[src/adcsq_pkg.sv]
// Package for the scan/inject sequencer of the converter control block.
// Assumes a 20 MHz module clock and a simple strobe register port.
package adcsq_pkg;

  // Register word offsets
  localparam logic [3:0] ADCSQ_OFF_CTRL0 = 4'h0;
  localparam logic [3:0] ADCSQ_OFF_STATUS = 4'h1;
  localparam logic [3:0] ADCSQ_OFF_MAIN_RES = 4'h2;
  localparam logic [3:0] ADCSQ_OFF_INJ_RES = 4'h3;

  // Control register field positions
  localparam int ADCSQ_CTRL_MODE_LSB = 0;
  localparam int ADCSQ_CTRL_START = 2;
  localparam int ADCSQ_CTRL_WAIT_RD = 3;
  localparam int ADCSQ_CTRL_INJ_EN = 4;
  localparam int ADCSQ_CTRL_INJ_REQ = 5;
  localparam int ADCSQ_CTRL_CAL_OFF = 6;
  localparam int ADCSQ_CTRL_CH_LSB = 8;

  // Status register field positions
  localparam int ADCSQ_ST_BUSY = 0;
  localparam int ADCSQ_ST_DONE = 1;
  localparam int ADCSQ_ST_OVR_INJ = 2;
  localparam int ADCSQ_ST_CAL = 3;
  localparam int ADCSQ_ST_BUF_FULL = 4;

  // Result register layout
  localparam int ADCSQ_RES_W = 12;
  localparam int ADCSQ_CH_W = 4;
  localparam int ADCSQ_RES_CH_LSB = 12;

  // Conversion modes
  localparam logic [1:0] ADCSQ_MODE_SCAN_SINGLE = 2'h2;
  localparam logic [1:0] ADCSQ_MODE_SCAN_CONT = 2'h3;

  // Reset values
  localparam logic [15:0] ADCSQ_RST_WORD = 16'h0000;

  // Timing: basic clock equals module clock here
  localparam int ADCSQ_CLK_HZ = 20000000;
  localparam int ADCSQ_BC_HZ = 20000000;
  localparam int ADCSQ_RESET_CAL_BC = 11696;
  localparam int ADCSQ_RESET_CAL_CYC = ADCSQ_RESET_CAL_BC * (ADCSQ_CLK_HZ / ADCSQ_BC_HZ);
  localparam int ADCSQ_CONV_CYC = 48;
  localparam int ADCSQ_POSTCAL_CYC = 12;

  typedef enum logic [2:0] {
    ADCSQ_ST_RESET_CAL,
    ADCSQ_ST_IDLE,
    ADCSQ_ST_CONVERT,
    ADCSQ_ST_POST_CAL,
    ADCSQ_ST_HOLD
  } adcsq_state_e;

  // Register port request
  typedef struct packed {
    logic wr;
    logic rd;
    logic [3:0] addr;
    logic [15:0] wdata;
  } adcsq_bus_s;

  // Analog core interface
  typedef struct packed {
    logic start;
    logic [3:0] channel;
  } adcsq_core_s;

endpackage

[src/adcsq_sequencer.sv]
// Scan, wait-for-read and injection sequencer for the converter.
// Assumes a SAR core that answers start with a done pulse and result.
//
// The address map and the strobed register port are this design's own decisions.
`timescale 1ns/10ps
module adcsq_sequencer
  import adcsq_pkg::*;
#(
  parameter int RESET_CAL_CYC = ADCSQ_RESET_CAL_CYC,
  parameter int CONV_CYC = ADCSQ_CONV_CYC,
  parameter int POSTCAL_CYC = ADCSQ_POSTCAL_CYC
) (
  input wire logic clk,
  input wire logic reset_n,
  input wire logic [3:0] reg_addr,
  input wire logic [15:0] reg_wdata,
  input wire logic reg_wr,
  input wire logic reg_rd,
  output logic [15:0] reg_rdata,
  input wire logic capture_compare_ch_trigger,
  input wire logic pwm_timer_trigger,
  output logic core_start,
  output logic [3:0] core_channel,
  input wire logic core_done,
  input wire logic [11:0] core_result,
  output logic conv_busy_flag,
  output logic cal_busy
);

  ////////////////////////////////////////////////////////////////////////////
  // Declarations
  localparam logic [15:0] CNT_W_MAX = 16'hffff;
  adcsq_state_e state_ff;
  logic [15:0] cnt_ff;
  logic [1:0] conv_mode_sel_ff;
  logic conv_start_bit_ff;
  logic wait_read_enable_ff;
  logic inject_enable_ff;
  logic inject_request_bit_ff;
  logic post_cal_disable_ff;
  logic [3:0] start_channel_sel_ff;
  logic conv_done_flag_ff;
  logic overrun_inject_flag_ff;
  logic [15:0] main_result_reg_ff;
  logic [11:0] inj_result_ff;
  logic [3:0] inj_channel_ff;
  logic main_unread_ff;
  logic inj_unread_ff;
  logic [15:0] tmp_buf_ff;
  logic tmp_full_ff;
  logic busy_ff;
  logic [3:0] cur_ch_ff;
  logic cur_inj_ff;
  logic std_pend_ff;
  logic inj_pend_ff;
  logic stop_req_ff;
  logic [15:0] rdata_ff;
  logic core_start_ff;
  logic wr_ctrl;
  logic start_rise;
  logic req_rise_sw;
  logic inj_trig;
  logic inj_active;
  logic rd_main;
  logic rd_inj;
  logic conv_end;
  logic std_end;
  logic inj_end;
  logic last_in_seq;
  logic seq_more;
  logic launch_inj;
  logic launch_std;
  logic restart_ff;

  // Cycle count of a given length, clipped to the counter
  function automatic logic [15:0] cyc16(input int n);
    cyc16 = (n > 65535) ? CNT_W_MAX : 16'(n);
  endfunction

  ////////////////////////////////////////////////////////////////////////////
  // Decode
  assign wr_ctrl = reg_wr && (reg_addr == ADCSQ_OFF_CTRL0);
  assign rd_main = reg_rd && (reg_addr == ADCSQ_OFF_MAIN_RES);
  assign rd_inj = reg_rd && (reg_addr == ADCSQ_OFF_INJ_RES);
  assign start_rise = wr_ctrl && reg_wdata[ADCSQ_CTRL_START] && !conv_start_bit_ff;
  assign req_rise_sw = wr_ctrl && reg_wdata[ADCSQ_CTRL_INJ_REQ] && !inject_request_bit_ff;
  // Only a 0-to-1 change of the request bit counts as a new injection request
  assign inj_trig = req_rise_sw || ((capture_compare_ch_trigger || pwm_timer_trigger) && !inject_request_bit_ff);
  assign inj_active = inject_enable_ff && wait_read_enable_ff;
  // With post-calibration off the conversion ends straight from the convert phase
  assign conv_end = ((state_ff == ADCSQ_ST_POST_CAL) && (cnt_ff == 16'h0000)) ||
    ((state_ff == ADCSQ_ST_CONVERT) && post_cal_disable_ff && (core_done || cnt_ff == 16'h0000) &&
    !(start_rise && !cur_inj_ff));
  assign std_end = conv_end && !cur_inj_ff;
  assign inj_end = conv_end && cur_inj_ff;
  assign last_in_seq = (cur_ch_ff == 4'h0) || !conv_mode_sel_ff[1];
  // More conversions follow this one in the scan
  assign seq_more = !last_in_seq || (conv_mode_sel_ff == ADCSQ_MODE_SCAN_CONT && conv_start_bit_ff);
  // Injection has priority at every launch point
  assign launch_inj = inj_pend_ff && inj_active && (state_ff == ADCSQ_ST_IDLE);
  assign launch_std = std_pend_ff && !launch_inj && !tmp_full_ff && (state_ff == ADCSQ_ST_IDLE);

  ////////////////////////////////////////////////////////////////////////////
  // Control register
  always_ff @(posedge clk or negedge reset_n) begin
    if (!reset_n) begin
      conv_mode_sel_ff <= 2'h0;
      wait_read_enable_ff <= 1'b0;
      inject_enable_ff <= 1'b0;
      post_cal_disable_ff <= 1'b0;
      start_channel_sel_ff <= 4'h0;
      inj_channel_ff <= 4'h0;
    end else begin
      if (wr_ctrl) begin
        conv_mode_sel_ff <= reg_wdata[ADCSQ_CTRL_MODE_LSB +: 2];
        wait_read_enable_ff <= reg_wdata[ADCSQ_CTRL_WAIT_RD];
        inject_enable_ff <= reg_wdata[ADCSQ_CTRL_INJ_EN];
        post_cal_disable_ff <= reg_wdata[ADCSQ_CTRL_CAL_OFF];
        start_channel_sel_ff <= reg_wdata[ADCSQ_CTRL_CH_LSB +: 4];
      end
      // Only software writes the injection channel
      if (reg_wr && reg_addr == ADCSQ_OFF_INJ_RES) begin
        inj_channel_ff <= reg_wdata[ADCSQ_RES_CH_LSB +: 4];
      end
    end
  end

  ////////////////////////////////////////////////////////////////////////////
  // Start bit: software write, hardware clear at single scan end
  always_ff @(posedge clk or negedge reset_n) begin
    if (!reset_n) begin
      conv_start_bit_ff <= 1'b0;
    end else if (wr_ctrl) begin
      conv_start_bit_ff <= reg_wdata[ADCSQ_CTRL_START];
    end else if (std_end && last_in_seq && (conv_mode_sel_ff == ADCSQ_MODE_SCAN_SINGLE || !conv_mode_sel_ff[1])) begin
      conv_start_bit_ff <= 1'b0;
    end
  end

  ////////////////////////////////////////////////////////////////////////////
  // Injection request bit; set wins over clear
  always_ff @(posedge clk or negedge reset_n) begin
    if (!reset_n) begin
      inject_request_bit_ff <= 1'b0;
    end else if (capture_compare_ch_trigger || pwm_timer_trigger) begin
      inject_request_bit_ff <= 1'b1;
    end else if (wr_ctrl) begin
      inject_request_bit_ff <= reg_wdata[ADCSQ_CTRL_INJ_REQ];
    end else if (launch_inj) begin
      inject_request_bit_ff <= 1'b0;
    end
  end

  ////////////////////////////////////////////////////////////////////////////
  // Pending requests
  always_ff @(posedge clk or negedge reset_n) begin
    if (!reset_n) begin
      inj_pend_ff <= 1'b0;
    end else if (inj_trig) begin
      inj_pend_ff <= 1'b1;
    end else if (launch_inj || (wr_ctrl && !reg_wdata[ADCSQ_CTRL_INJ_REQ])) begin
      // Launched, or a stale request dropped by a software clear
      inj_pend_ff <= 1'b0;
    end
  end

  always_ff @(posedge clk or negedge reset_n) begin
    if (!reset_n) begin
      std_pend_ff <= 1'b0;
      stop_req_ff <= 1'b0;
    end else begin
      if (start_rise) begin
        std_pend_ff <= 1'b1;
      end else if (launch_std) begin
        std_pend_ff <= 1'b0;
      end else if (std_end && seq_more && conv_mode_sel_ff[1]) begin
        std_pend_ff <= 1'b1;
      end
      // Start cleared mid-scan: finish the sequence then stop
      if (wr_ctrl && !reg_wdata[ADCSQ_CTRL_START] && busy_ff) begin
        stop_req_ff <= 1'b1;
      end else if (!busy_ff) begin
        stop_req_ff <= 1'b0;
      end
    end
  end

  ////////////////////////////////////////////////////////////////////////////
  // Sequencer state, channel and timing counter
  always_ff @(posedge clk or negedge reset_n) begin
    if (!reset_n) begin
      state_ff <= ADCSQ_ST_RESET_CAL;
      cnt_ff <= 16'h0000;
      cur_ch_ff <= 4'h0;
      cur_inj_ff <= 1'b0;
      core_start_ff <= 1'b0;
    end else begin
      core_start_ff <= 1'b0;
      case (state_ff)
        ADCSQ_ST_RESET_CAL: begin
          if (cnt_ff >= cyc16(RESET_CAL_CYC - 1)) begin
            state_ff <= ADCSQ_ST_IDLE;
            cnt_ff <= 16'h0000;
          end else begin
            cnt_ff <= cnt_ff + 16'h0001;
          end
        end
        ADCSQ_ST_IDLE: begin
          if (launch_inj) begin
            cur_inj_ff <= 1'b1;
            state_ff <= ADCSQ_ST_CONVERT;
            cnt_ff <= cyc16(CONV_CYC - 1);
            core_start_ff <= 1'b1;
          end else if (launch_std) begin
            cur_inj_ff <= 1'b0;
            // New sequence from select, else next lower channel
            if (!busy_ff || !conv_mode_sel_ff[1] || cur_ch_ff == 4'h0 || restart_ff) begin
              cur_ch_ff <= start_channel_sel_ff;
            end else begin
              cur_ch_ff <= cur_ch_ff - 4'h1;
            end
            state_ff <= ADCSQ_ST_CONVERT;
            cnt_ff <= cyc16(CONV_CYC - 1);
            core_start_ff <= 1'b1;
          end
        end
        ADCSQ_ST_CONVERT: begin
          if (start_rise && !cur_inj_ff) begin
            state_ff <= ADCSQ_ST_IDLE;
          end else if (core_done || cnt_ff == 16'h0000) begin
            state_ff <= post_cal_disable_ff ? ADCSQ_ST_IDLE : ADCSQ_ST_POST_CAL;
            cnt_ff <= post_cal_disable_ff ? 16'h0000 : cyc16(POSTCAL_CYC - 1);
          end else begin
            cnt_ff <= cnt_ff - 16'h0001;
          end
        end
        ADCSQ_ST_POST_CAL: begin
          if (start_rise && !cur_inj_ff) begin
            state_ff <= ADCSQ_ST_IDLE;
          end else if (cnt_ff == 16'h0000) begin
            state_ff <= ADCSQ_ST_IDLE;
          end else begin
            cnt_ff <= cnt_ff - 16'h0001;
          end
        end
        default: begin
          state_ff <= ADCSQ_ST_IDLE;
        end
      endcase
    end
  end

  // A fresh start restarts the scan at the selected channel
  always_ff @(posedge clk or negedge reset_n) begin
    if (!reset_n) begin
      restart_ff <= 1'b0;
    end else if (start_rise) begin
      restart_ff <= 1'b1;
    end else if (launch_std) begin
      restart_ff <= 1'b0;
    end
  end

  ////////////////////////////////////////////////////////////////////////////
  // Busy flag
  always_ff @(posedge clk or negedge reset_n) begin
    if (!reset_n) begin
      busy_ff <= 1'b0;
    end else if (start_rise) begin
      busy_ff <= 1'b1;
    end else if (std_end && !seq_more && !tmp_full_ff) begin
      busy_ff <= 1'b0;
    end else if (std_end && stop_req_ff && last_in_seq) begin
      busy_ff <= 1'b0;
    end
  end

  ////////////////////////////////////////////////////////////////////////////
  // Result registers, buffer, flags
  always_ff @(posedge clk or negedge reset_n) begin
    if (!reset_n) begin
      main_result_reg_ff <= ADCSQ_RST_WORD;
      main_unread_ff <= 1'b0;
      tmp_buf_ff <= ADCSQ_RST_WORD;
      tmp_full_ff <= 1'b0;
      conv_done_flag_ff <= 1'b0;
      overrun_inject_flag_ff <= 1'b0;
    end else begin
      if (std_end) begin
        if (wait_read_enable_ff && main_unread_ff && !rd_main) begin
          tmp_buf_ff <= {cur_ch_ff, core_result};
          tmp_full_ff <= 1'b1;
        end else begin
          main_result_reg_ff <= {cur_ch_ff, core_result};
          main_unread_ff <= 1'b1;
          conv_done_flag_ff <= 1'b1;
          if (main_unread_ff && !rd_main) begin
            overrun_inject_flag_ff <= 1'b1;
          end
        end
      end else if (rd_main && tmp_full_ff) begin
        main_result_reg_ff <= tmp_buf_ff;
        tmp_full_ff <= 1'b0;
        conv_done_flag_ff <= 1'b1;
      end else if (rd_main) begin
        main_unread_ff <= 1'b0;
      end
      if (inj_end) begin
        overrun_inject_flag_ff <= 1'b1;
      end
      if (reg_wr && reg_addr == ADCSQ_OFF_STATUS && !std_end && !inj_end && !(rd_main && tmp_full_ff)) begin
        conv_done_flag_ff <= conv_done_flag_ff & ~reg_wdata[ADCSQ_ST_DONE];
        overrun_inject_flag_ff <= overrun_inject_flag_ff & ~reg_wdata[ADCSQ_ST_OVR_INJ];
      end
    end
  end

  // Injected result written directly, overwriting
  always_ff @(posedge clk or negedge reset_n) begin
    if (!reset_n) begin
      inj_result_ff <= 12'h000;
      inj_unread_ff <= 1'b0;
    end else if (inj_end) begin
      inj_result_ff <= core_result;
      inj_unread_ff <= 1'b1;
    end else if (rd_inj) begin
      inj_unread_ff <= 1'b0;
    end
  end

  ////////////////////////////////////////////////////////////////////////////
  // Read data, one cycle after the strobe
  always_ff @(posedge clk or negedge reset_n) begin
    if (!reset_n) begin
      rdata_ff <= ADCSQ_RST_WORD;
    end else if (reg_rd) begin
      case (reg_addr)
        ADCSQ_OFF_CTRL0: rdata_ff <= {4'h0, start_channel_sel_ff, 1'b0, post_cal_disable_ff,
          inject_request_bit_ff, inject_enable_ff, wait_read_enable_ff, conv_start_bit_ff, conv_mode_sel_ff};
        ADCSQ_OFF_STATUS: rdata_ff <= {11'h000, tmp_full_ff, (state_ff == ADCSQ_ST_RESET_CAL),
          overrun_inject_flag_ff, conv_done_flag_ff, busy_ff};
        ADCSQ_OFF_MAIN_RES: rdata_ff <= main_result_reg_ff;
        ADCSQ_OFF_INJ_RES: rdata_ff <= {inj_channel_ff, inj_result_ff};
        default: rdata_ff <= 16'h0000;
      endcase
    end else begin
      rdata_ff <= 16'h0000;
    end
  end

  ////////////////////////////////////////////////////////////////////////////
  // Outputs; channel follows live injection field
  assign reg_rdata = rdata_ff;
  assign core_start = core_start_ff;
  assign core_channel = cur_inj_ff ? inj_channel_ff : cur_ch_ff;
  assign conv_busy_flag = busy_ff;
  assign cal_busy = (state_ff == ADCSQ_ST_RESET_CAL);

endmodule

[config.mk]
export PLATFORM = sky130hd
export DESIGN_NAME = adcsq_sequencer
export DESIGN_NICKNAME = d
export VERILOG_FILES = /design/src/adcsq_pkg.sv /design/src/adcsq_sequencer.sv
export SDC_FILE = /design/constraint.sdc
export NUM_CORES = 1
export LEC_CHECK = 0
export BUFFER_PORTS_ARGS = -buffer_cell sky130_fd_sc_hd__buf_2
export CAP_MARGIN = 10
export CORE_MARGIN = 3
export CORE_UTILIZATION = 45
export CTS_CLUSTER_DIAMETER = 60
export DETAILED_ROUTE_END_ITERATION = 8
export PLACE_DENSITY = 0.67
export RECOVER_POWER = 25
export SYNTH_ARGS = -nofsm -noshare
export SYNTH_HDL_FRONTEND = slang
export SYNTH_SLANG_ARGS = --single-unit
[constraint.sdc]
create_clock -name clk -period 3 [get_ports clk]
set_input_delay 0.3 -clock clk [delete_from_list [all_inputs] [get_ports clk]]
set_output_delay 0.3 -clock clk [all_outputs]
set_load 0.02 [all_outputs]
==> summary.md <==
| Metric | Value |
|---|---|
| Max rail drop VDD | 0.000426 V |
| Mapped Cells | 575 |
| Setup TNS | 0 ns |
| Final Cycle Share | 0.972 |
| Required @ worst endpoint | 3.23 ns |
| Pleak | 3.01 nW |
| Vias in the first global route | 5,050 |
| Post-synthesis mux area share | 0.0938 |
| CP Launch Point | cnt_ff[1] |
| Power per cell area | 882 nW/um^2 |
| Core region area | 12,700 sq um |
| Post-synth EDFFs | 0 |
| Ys async rst share | 1.00 |
| Final setup vio count | 0 |
| Fin. max-slew vios | 34 |
| Routability cong. | 0.883 |
| Syn_nets | 623 |
| CTS tree | done |
| Area Growth Syn to Fin | 16.8% |
| Worst-Skew Late Latency | 0.35 ns |
| Global-route wire length before repair | 26,700 um |
| Status | finished with violations |
| Hold path start | capture_compare_ch_trigger |
| Postcts setup bufs | 0 |
| H-tree levels | 3 |
| Root Buffer | clkbuf_16 |
| RSZ-0062 raised after global routing | false |
| 1st-iter DRT viols | 565 |
| Top cells by area, synth | dfrtp_1 46%, mux2_2 6.6%, a311oi_1 2.7% |
| Drt first pass iters | 5 |
| Min-delay worst type | input port to register |
| Global-route usage over all layers | 0.236 |
| Post-Synth Simple-Gate Area | 0.154 |
| DPL Wire Length | 11,500 um |
| Post-DP Area | 6550 sq um |
| Initial antenna violation count | 0 |
| RR Startpoint | cnt_ff[1] |
| Kind of critical path | register to register |
| Largest family of logic cells by synthesized area | compound AO/OA/AOI/OAI gates |
| Post-Synth Adder-Cell Area | 0.0193 |
| Synth warn | 0 |
| Clk slew on worst S/H paths | 0.07 ns |
| Crit start category | register |
| Worst EP arrival | 3.15 ns |
| XOR/XNOR Fraction of Synth Area | 0.00450 |
| Width of the die | 120 um |
| Share of layout cells above drive strength 1 | 0.239 |
| Number of port buffers | 60 |
| Worst-margin pin slew | 1.96 ns |
| Layout Nets | 696 |
| Final Cell Area | 6830 sq um |
| Post-synth top flop | dfrtp_1 |
| Vias per inst | 6.28 |
| Synthesized area | 5840 sq um |
| Hold_buf cts | 1 |
| Crit path time final | 2.91 ns |
| Commonest non-fill, non-tap cells in the layout | 108 x dfrtp_1, 41 x buf_2, 37 x inv_1, 37 x buf_4 |
| Row count | 41 |
| Routed WL | 16,500 um |
| Top-area cell type share of the netlist area | 0.462 |
| Via count | 5,180 |
| Post-route antenna net violation count | 0 |
| Worst rel slew slack | -0.307 |
| Failing checks | max-capacitance violations, max-slew violations |
| Synth Area in Compound Gates | 0.206 |
| Max FO, Critical Path | 17 |
| Clk_skew | 0.00893 ns |
| FMAX | 343 MHz |
| Num Clock Sinks | 108 |
| Overflow after GRT | 0 |
| Syn avg cell area | 10.2 sq um |
| Max-Cap Viols | 1 |
| Yosys top cell by area | dfrtp_1 |
| Post-CTS sizing | 0 |
| Residual DRC | 0 |
| Final core utilization | 0.539 |
| Commonest non-fill, non-tap cell in the layout | dfrtp_1 |
| CP endpoint kind | register |
| Initial core utilization | 0.461 |
| Routed length per placed instance | 20.0 um |
| Largest net degree at the start of global routing | 76 |
| Synth Register Bits | 108 |
| Total CTS buffers | 9 |
| Fin. Hold Viols | 0 |
| Post-synthesis cell type count | 67 |
| Pwr Total | 0.00602 W |
| IO Count | 62 |
| Die Y-Extent | 120 um |
| CTS Buffer Depth | 2 |
| Seq/Total Area, Yosys | 0.462 |
| Die area | 14,400 sq um |
==> layer usage <==
layer / routed length (um) / vias up / share of wire / global-route usage
li1: - / 2331 / - / -
met1: 7400 / 2586 / 0.45 / 0.337
met2: 7450 / 238 / 0.45 / 0.353
met3: 1350 / 25 / 0.082 / 0.0551
met4: 308 / 0 / 0.019 / 0.0823
met5: 0 / - / 0 / 0
==> final timing paths <==
kind / endpoint / slack, ns / depth (start not counted)
min in group asynchronous: inj_channel_ff[0] / 1.04 / 2
min: inject_request_bit_ff / 0.17 / 3
max in group asynchronous: conv_start_bit_ff / 0.78 / 3
max: tmp_buf_ff[4] / 0.09 / 8
min reg2reg: stop_req_ff / 0.50 / 1
max reg2reg: tmp_buf_ff[4] / 0.09 / 8
==> state kept, by name (all words and copies together), names as in the netlist, 2 cells and up <==
signal and flops:
cnt_ff 16, main_result_reg_ff 16, reg_rdata 16, tmp_buf_ff 16
inj_result_ff 12, cur_ch_ff 4, inj_channel_ff 4, start_channel_sel_ff 4
conv_mode_sel_ff 2, state_ff 2
==> cell usage after synthesis, types with 3 or more instances <==
cell / n
mux2i_1: 3
o31ai_1: 6
inv_1: 38
clkbuf_1: 23
a21oi_1: 23
o21ai_0: 23
a221oi_1: 6
buf_1: 5
o211ai_1: 8
nor2b_1: 4
a311oi_1: 18
a222oi_1: 6
mux2_4: 9
a21o_1: 3
nand2_1: 20
a31oi_1: 7
a22oi_1: 15
and3_1: 8
or3_1: 5
nor4_1: 7
a211oi_1: 20
o21a_1: 5
o22ai_1: 5
nor2_1: 34
nor3_1: 27
nand4_1: 7
nand2b_1: 3
or4_1: 9
mux2_2: 34
nor4b_1: 5
dfrtp_1: 108
ha_1: 9
nand3_1: 19
buf_2: 8
buf_6: 4
==> layout make-up <==
cell class                      count  area [sq um]
Timing Repair Buffer              103           648
Clock inverter                      5          61.3
Fill cell                        1144          5840
Inverter                           38           143
Clock buffer                       10           239
Sequential cell                   108          2700
Tap cell                          172           215
Antenna cell                        1          2.50
Multi-Input combinational cell    388          2820
==> metrics by stage <==
step | std cells | worst slack, ns | hold WS (ns)
finish | 825 | 0.0852 | 0.172
global route | 824 | 0.00812 | 0.173
CTS | 824 | 0.0937 | 0.157
detailed placement | 808 | 0.0998 | 0.289
global placement | 808 | 0.149 | 0.287
floorplan | 575 | 0.00251 | 0.00441
==> critical path: stages (launching register included) <==
cell and delay [ns]:
dfrtp_1 0.38, inv_1 0.10, ha_1 0.16, or4b_4 0.48, or4_4 0.62, a211o_1 0.33
a21oi_4 0.19, buf_12 0.20, mux2_2 0.35
==> where the power goes <==
group / total, W / switching, W / internal [W] / leakage, nW
Sequential: 0.00223 / 0.000350 / 0.00188 / 1.40
Clock: 0.00121 / 0.000537 / 0.000670 / 0.149
Combinational: 0.00259 / 0.00151 / 0.00108 / 1.46
Total: 0.00602 / 0.00240 / 0.00362 / 3.01
==> cell families (layout without fill, tap and decap cells) <==
family,Yosys count,in the layout
multiplexers,46,46
AO/OA/AOI/OAI,165,165
AND/OR/NAND/NOR,165,165
flip-flops,108,108
buffers and inverters,79,156
adder cells (fa/ha/maj),9,9
XOR/XNOR,3,3
other,0,1
Note: power is estimated with default switching activity, not from simulation.
